[src/rtl/tcb_pkg.sv]
// shared constants and types of the control-B set/clear block
package tcb_pkg;
  localparam logic [7:0] TCB_OFS_CLEAR = 8'h04;
  localparam logic [7:0] TCB_OFS_SET = 8'h05;
  localparam logic [7:0] TCB_OFS_STATUS = 8'h0a;
  localparam logic [7:0] TCB_CTRL_RESET = 8'h00;
  localparam int TCB_CMD_HI = 7;
  localparam int TCB_CMD_LO = 5;
  localparam int TCB_RAMP_HI = 4;
  localparam int TCB_RAMP_LO = 3;
  localparam int TCB_BIT_SINGLE = 2;
  localparam int TCB_BIT_LOCK = 1;
  localparam int TCB_BIT_DIR = 0;
  localparam int TCB_STS_BUSY = 0;
  localparam int TCB_STS_RAMP = 1;
  localparam logic [2:0] TCB_CMD_NONE = 3'h0;
  localparam logic [2:0] TCB_CMD_RETRIG = 3'h1;
  localparam logic [2:0] TCB_CMD_STOP = 3'h2;
  localparam logic [2:0] TCB_CMD_UPDATE = 3'h3;
  localparam logic [2:0] TCB_CMD_READBACK = 3'h4;
  localparam logic [1:0] TCB_RAMP_ALT = 2'h0;
  localparam logic [1:0] TCB_RAMP_FORCE_B = 2'h1;
  localparam logic [1:0] TCB_RAMP_FORCE_A = 2'h2;
  localparam logic [1:0] TCB_RAMP_HOLD = 2'h3;
  localparam int TCB_PRESC_W = 10;
  localparam int TCB_BUSY_MAX = 1024;

  typedef struct packed {
    logic retrigger;
    logic stop;
    logic update;
    logic readback;
  } tcb_cmd_t;

  typedef struct packed {
    logic [2:0] cmd;
    logic [1:0] ramp_cmd;
    logic single_run;
    logic lock;
    logic dir;
  } tcb_ctrl_t;

  typedef struct packed {
    tcb_ctrl_t ctrl;
    logic eff_single;
    logic eff_lock;
    logic eff_dir;
    logic busy;
    logic ramp_flag;
    logic [TCB_PRESC_W-1:0] presc;
    logic [7:0] rdata;
    tcb_cmd_t cmd_pulse;
    logic halt;
    logic copy;
    logic [10:0] busy_age;
  } tcb_state_t;
endpackage

[src/rtl/tcb_ctrl_b.sv]
// control-B shared set/clear register with timer-domain command execution
`timescale 1ns/10ps
// Function
// - clear and set views read back one shared control-B state.
// - writes take effect in the timer domain only after transfer; ramp commands act at the next update without one.
// - command codes: none, restart, stop, forced update, count read-back.
// - a pending command runs on the next prescaled timer tick.
// - command field reads zero once the command has run.
// - writing zero to the command field changes nothing.
// - set-view write of a valid nonzero command makes it pending.
// - clear-view ones in command or ramp field cancel that pending command.
// - ramp codes: alternate, force B, force A, hold current cycle.
// - on update the ramp command runs, cycle flag updates, field clears.
// - set-view nonzero ramp command registers; zero writes do nothing.
// - single-run halts at overflow/underflow or stop, else keeps wrapping.
// - set-view one on single-run bit enables it.
// - clear-view one disables single-run; zero writes leave it.
// - unlocked update copies buffered values to active ones; locked, none.
// - lock is ignored while input capture is enabled.
// - clear-view one on lock bit unlocks; zero does nothing.
// - counter counts up with direction 0, down with 1.
// - clear-view one on direction bit makes counter count up.
// - set-view one on lock bit locks buffered updates.
// - auto-lock sets the lock on overflow, underflow or retrigger.
// - busy flag set on control-B write, cleared when transfer completes.
module tcb_ctrl_b (
  input wire logic i_sys_clk, // system clock, 50 MHz
  input wire logic i_rst, // asynchronous reset, active high
  input wire logic [7:0] i_addr, // register byte offset
  input wire logic [7:0] i_wdata, // write data
  input wire logic i_wr_en, // write strobe
  input wire logic i_rd_en, // read strobe
  output logic [7:0] o_rdata, // read data, cycle after read strobe
  input wire logic [2:0] i_presc_sel, // prescaler factor select
  input wire logic i_dual_slope, // dual-ramp mode active
  input wire logic i_auto_lock, // auto lock enable
  input wire logic i_capture_en, // input capture enabled
  input wire logic i_update_evt, // hardware update condition pulse
  input wire logic i_wrap_evt, // overflow or underflow pulse
  input wire logic i_retrig_evt, // external retrigger pulse
  output tcb_pkg::tcb_cmd_t o_cmd, // executed command pulses
  output logic o_sync_busy, // control-B transfer pending
  output logic o_count_down, // counter direction, 1 = down
  output logic o_single_run, // single-run active in timer domain
  output logic o_halt, // stop counting pulse
  output logic o_buffer_copy, // copy buffers to active pulse
  output logic o_ramp_cycle_flag // current ramp cycle, 1 = cycle B
);
  import tcb_pkg::*;

  tcb_state_t st;
  tcb_state_t next_st;
  logic [TCB_PRESC_W-1:0] div_last;
  logic tick;
  logic wr_clr;
  logic wr_set;
  logic apply;
  logic [7:0] ctrl_byte;

  always_comb
  begin
    case (i_presc_sel)
      3'h0: div_last = 10'h000;
      3'h1: div_last = 10'h001;
      3'h2: div_last = 10'h003;
      3'h3: div_last = 10'h007;
      3'h4: div_last = 10'h00f;
      3'h5: div_last = 10'h03f;
      3'h6: div_last = 10'h0ff;
      default: div_last = 10'h3ff;
    endcase
  end

  assign tick = (st.presc >= div_last);
  assign wr_clr = i_wr_en && (i_addr == TCB_OFS_CLEAR);
  assign wr_set = i_wr_en && (i_addr == TCB_OFS_SET);
  // a write landing on the tick waits for the next one, its data is not stored yet
  assign apply = tick && st.busy && !wr_clr && !wr_set;
  assign ctrl_byte = st.ctrl;

  always_comb
  begin
    next_st = st;
    next_st.cmd_pulse = '0;
    next_st.halt = 1'b0;
    next_st.copy = 1'b0;
    next_st.rdata = 8'h00;
    next_st.presc = tick ? '0 : st.presc + 10'h001;
    // cycles a transfer has waited, watched by the busy bound check
    next_st.busy_age = (!st.busy || wr_clr || wr_set) ? '0 : st.busy_age + 11'h001;

    // timer-domain side: run the stored command, take over settings
    if (apply)
    begin
      next_st.busy = 1'b0;
      next_st.eff_single = st.ctrl.single_run;
      next_st.eff_lock = st.ctrl.lock;
      next_st.eff_dir = st.ctrl.dir;
      case (st.ctrl.cmd)
        TCB_CMD_RETRIG: next_st.cmd_pulse.retrigger = 1'b1;
        TCB_CMD_STOP: next_st.cmd_pulse.stop = 1'b1;
        TCB_CMD_UPDATE: next_st.cmd_pulse.update = 1'b1;
        TCB_CMD_READBACK: next_st.cmd_pulse.readback = 1'b1;
        default: next_st.cmd_pulse = '0;
      endcase
      next_st.ctrl.cmd = TCB_CMD_NONE;
    end

    // single-run halt on wrap, stop command halts in any case
    if ((st.eff_single && i_wrap_evt) || (apply && st.ctrl.cmd == TCB_CMD_STOP))
      next_st.halt = 1'b1;

    // forced update copies regardless of the lock
    if ((i_update_evt && (!st.eff_lock || i_capture_en)) ||
        (apply && st.ctrl.cmd == TCB_CMD_UPDATE))
      next_st.copy = 1'b1;

    if (i_update_evt && i_dual_slope)
    begin
      case (st.ctrl.ramp_cmd)
        TCB_RAMP_ALT: next_st.ramp_flag = !st.ramp_flag;
        TCB_RAMP_FORCE_B: next_st.ramp_flag = 1'b1;
        TCB_RAMP_FORCE_A: next_st.ramp_flag = 1'b0;
        TCB_RAMP_HOLD: next_st.ramp_flag = st.ramp_flag;
        default: next_st.ramp_flag = st.ramp_flag;
      endcase
      next_st.ctrl.ramp_cmd = TCB_RAMP_ALT;
    end

    // bus side comes after the timer side so that a write wins over a same-cycle clear
    if (wr_clr)
    begin
      if (i_wdata[TCB_CMD_HI:TCB_CMD_LO] != 3'h0)
        next_st.ctrl.cmd = TCB_CMD_NONE;
      if (i_wdata[TCB_RAMP_HI:TCB_RAMP_LO] != 2'h0)
        next_st.ctrl.ramp_cmd = TCB_RAMP_ALT;
      if (i_wdata[TCB_BIT_SINGLE])
        next_st.ctrl.single_run = 1'b0;
      if (i_wdata[TCB_BIT_LOCK])
        next_st.ctrl.lock = 1'b0;
      if (i_wdata[TCB_BIT_DIR])
        next_st.ctrl.dir = 1'b0;
      next_st.busy = 1'b1;
    end
    if (wr_set)
    begin
      // codes above the read-back command are not valid and are dropped
      if (i_wdata[TCB_CMD_HI:TCB_CMD_LO] != 3'h0 &&
          i_wdata[TCB_CMD_HI:TCB_CMD_LO] <= TCB_CMD_READBACK)
        next_st.ctrl.cmd = i_wdata[TCB_CMD_HI:TCB_CMD_LO];
      if (i_wdata[TCB_RAMP_HI:TCB_RAMP_LO] != 2'h0)
        next_st.ctrl.ramp_cmd = i_wdata[TCB_RAMP_HI:TCB_RAMP_LO];
      if (i_wdata[TCB_BIT_SINGLE])
        next_st.ctrl.single_run = 1'b1;
      if (i_wdata[TCB_BIT_LOCK])
        next_st.ctrl.lock = 1'b1;
      if (i_wdata[TCB_BIT_DIR])
        next_st.ctrl.dir = 1'b1;
      next_st.busy = 1'b1;
    end
    // hardware lock set wins over a same-cycle clear-view unlock
    if (i_auto_lock && (i_wrap_evt || i_retrig_evt))
    begin
      next_st.ctrl.lock = 1'b1;
      next_st.eff_lock = 1'b1;
    end

    if (i_rd_en)
    begin
      if (i_addr == TCB_OFS_CLEAR || i_addr == TCB_OFS_SET)
        next_st.rdata = ctrl_byte;
      else if (i_addr == TCB_OFS_STATUS)
      begin
        next_st.rdata[TCB_STS_BUSY] = st.busy;
        next_st.rdata[TCB_STS_RAMP] = st.ramp_flag;
      end
      else
        next_st.rdata = 8'h00;
    end
  end

  always_ff @(posedge i_sys_clk or posedge i_rst)
  begin
    if (i_rst)
    begin
      st <= '0;
      st.ctrl <= TCB_CTRL_RESET;
    end
    else
      st <= next_st;
  end

  assign o_rdata = st.rdata;
  assign o_cmd = st.cmd_pulse;
  assign o_sync_busy = st.busy;
  assign o_count_down = st.eff_dir;
  assign o_single_run = st.eff_single;
  assign o_halt = st.halt;
  assign o_buffer_copy = st.copy;
  assign o_ramp_cycle_flag = st.ramp_flag;
endmodule

[config.mk]
export PLATFORM = sky130hd
export DESIGN_NAME = tcb_ctrl_b
export DESIGN_NICKNAME = d
export VERILOG_FILES = /design/src/rtl/tcb_pkg.sv /design/src/rtl/tcb_ctrl_b.sv
export SDC_FILE = /design/constraint.sdc
export NUM_CORES = 1
export LEC_CHECK = 0
export ABC_AREA = 1
export BUFFER_PORTS_ARGS = -buffer_cell sky130_fd_sc_hd__buf_2
export CORE_UTILIZATION = 25
export DETAILED_ROUTE_END_ITERATION = 10
export PLACE_DENSITY = 0.52
export SYNTH_ARGS = -nofsm -noshare
export SYNTH_HDL_FRONTEND = slang
export SYNTH_SLANG_ARGS = --single-unit
export TNS_END_PERCENT = 30
[constraint.sdc]
create_clock -name i_sys_clk -period 2.3 [get_ports i_sys_clk]
set_clock_uncertainty 0.2 [all_clocks]
set_input_delay 0.575 -clock i_sys_clk [delete_from_list [all_inputs] [get_ports i_sys_clk]]
set_output_delay 0.575 -clock i_sys_clk [all_outputs]
set_load 0.05 [all_outputs]
==> qor.yml <==
clock_network:
  cts_tree: "yes"
  cts.sinks: 37
  cts_made_buffers: 5
  clkLatencyLatePin_ps: 280
  clk_pin_slew_ps: 70
  h-tree-depth: 2
  ctsRootBufferMaster: "clkbuf_8"
  cts_hold_buf: 0
  post-cts-setup-buffers: 0
  cts.path.max_buffers: 2
  postCtsResizedCells: 0
floorplanning:
  die_h_um: 90.2
  rows: 31
  die_area_um2: 8140
  initial_core_util: 0.263
  io_pins: 47
  die_w_um: 90.2
  coreArea_um2: 7410
power:
  vdd_drop_max_v: 0.000183
  p_int_mw: 1.07
  swShare: 0.324
  power_mw: 1.57
  switchingPower_uw: 510
  p_per_area_nw_per_um2: 687
  p_leak_nw: 1.22
  seqPwrFrac: 0.490
  p_clk_frac: 0.255
  combPwrFrac: 0.254
global_routing:
  grt_overflow: 0
  grt_use_total: 0.105
  grt_pass1_vias: 1468
  grt_pass1_wl_mm: 6.80
  grt_antenna_before_repair: 0
  grt_max_degree: 38
timing:
  fin_crit_ps: 2000
  final_hold_viol_count: 0
  tightest_slew_ps: 459
  setup_ws_ps: 298
  rsz0062_at_grt: "no"
  finalCritPeriodShare: 0.871
  fmax_ghz: 0.499
  relSlewSlack: 0.694
  setup_viol: 0
  slew_viol_final: 0
finish:
  post_route_cells_drive_above_1_share: 0.230
  final_util: 0.309
  multiInputGateArea_um2: 783
  final_cell_mix: "buf_2 (46), nand2_1 (44), dfrtp_1 (37)"
  diodes: 0
  n_fill_cell: 804
  layout_commonest_cell: "buf_2"
  area_growth_pct: 17.7
  regArea_um2: 926
  fin_nets: 314
critical_path:
  path_class: "input pin to register"
  cp_max_fo: 13
  crit_path_start_kind: "input pin"
  cp_data_required_time_ps: 2250
  arrival_ps: 1950
  cp-end-kind: "register"
place:
  routabilityCongestion: 0.695
  place_ws_ps: -12.6
  portBuffers: 46
  dpl.hpwl_mm: 3.08
logic_synthesis:
  synthArstFlopShare: 1.00
  synth_fp_nets: 272
  synth-warning-count: 0
  syn_area_per_cell_um2: 8.36
  synth_seq_cells: 37
  synth-main-ff-cell: "dfrtp_1"
  synth_edf_count: 0
  synth.distinct_cells: 26
  seq_area_frac_synth: 0.476
  netlist_area_um2: 1950
  synth_cells: 233
route:
  drcViolationCount: 0
  drtPass1Iterations: 4
  antenna_left: 0
  wl_per_cell_um: 10.5
  drt_iter0_markers: 96
  via_per_inst: 4.08
  vias: 1523
  wl_mm: 3.92
hold_path:
  hold_class: "input pin to asynchronous set/reset pin"
status:
  status: "finished clean"
job:
  maxCapViolations: 0
stage by stage:
step | instances | TNS (ps) | instance area (um2) | hold WS, ps
after floorplan | 233 | 0 | 1950 | 252
after global placement | 367 | 0 | 2220 | 286
after detailed placement | 367 | -12.6 | 2220 | 274
after CTS | 373 | 0 | 2290 | 198
after global routing | 373 | 0 | 2290 | 220
final | 373 | 0 | 2290 | 184
power groups by stage:
| stage | combinational (mW) | sequential [mW] | clock [mW] |
|---|---|---|---|
| floorplan | 0.257 | 0.818 | 0 |
| global placement | 0.403 | 0.785 | 0 |
| detailed placement | 0.405 | 0.786 | 0 |
| CTS | 0.408 | 0.774 | 0.424 |
| global route | 0.465 | 0.786 | 0.454 |
| finish | 0.401 | 0.772 | 0.402 |
cell families after synthesis:
kind of cell | Yosys count | share of synthesized area
xor+xnor | 4 | 0.0180
simple gates | 105 | 0.240
compound gates | 27 | 0.0739
mux | 1 | 0.00578
flops | 37 | 0.476
buf+inv | 49 | 0.122
fa+ha+maj | 10 | 0.0643
flip-flops by register name, indices dropped and copies added (netlist names), named ones only:
name               cells
o_cmd                  4
st                    11
ctrl_byte              6
o_count_down           1
o_rdata                8
o_ramp_cycle_flag      1
o_halt                 1
o_single_run           1
o_sync_busy            1
o_buffer_copy          1
metal layers:
metal  global-route usage  share of wire  wire length (um)
met5                    0              0                 0
met4               0.0323          0.013                50
met3               0.0330          0.039               151
met2                0.165           0.46              1800
met1                0.138           0.49              1920
worst max-delay path, cell delays in order:
cell and delay [ps]:
buf_2 130, inv_1 80, nand2_1 60, ha_1 260, o21ai_0 150, nand2_1 60, nand2_1 60, nand2_1 50
nand2_1 50, nand2_1 50, nand2_2 80, nand2_4 100, nand2_4 150, o21ai_0 90
synth_stat cells, drive strengths merged (2+ instances only):
master	number	share of area
nand2	47	0.10
dfrtp	37	0.48
inv	35	0.067
nor2	29	0.056
o21ai	18	0.046
nand3	17	0.044
buf	14	0.055
ha	10	0.064
nor3	9	0.031
a21oi	6	0.017
xnor2	2	0.0090
xor2	2	0.0090
final timing paths:
path | cells past startpoint | startpoint | slack [ps] | end
worst min register to register | 2 | st[38] | 280 | st[38]
min in group i_sys_clk | 2 | st[38] | 280 | st[38]
worst max register to register | 12 | st[25] | 400 | o_buffer_copy
max in group asynchronous | 3 | i_rst | 1390 | ctrl_byte[4]
worst min-delay path | 3 | i_rst | 180 | o_cmd[0]
worst max-delay path | 14 | i_presc_sel[2] | 300 | o_buffer_copy
area by class of cell:
class                           instances  share of cell area
Sequential cell                        37               0.404
Timing Repair Buffer                   49               0.110
Multi-Input combinational cell        147               0.342
Tap cell                               99              0.0541
Clock buffer                            5              0.0300
Inverter                               35              0.0573
Clock inverter                          1             0.00218
Note: power is estimated with default switching activity, not from simulation.
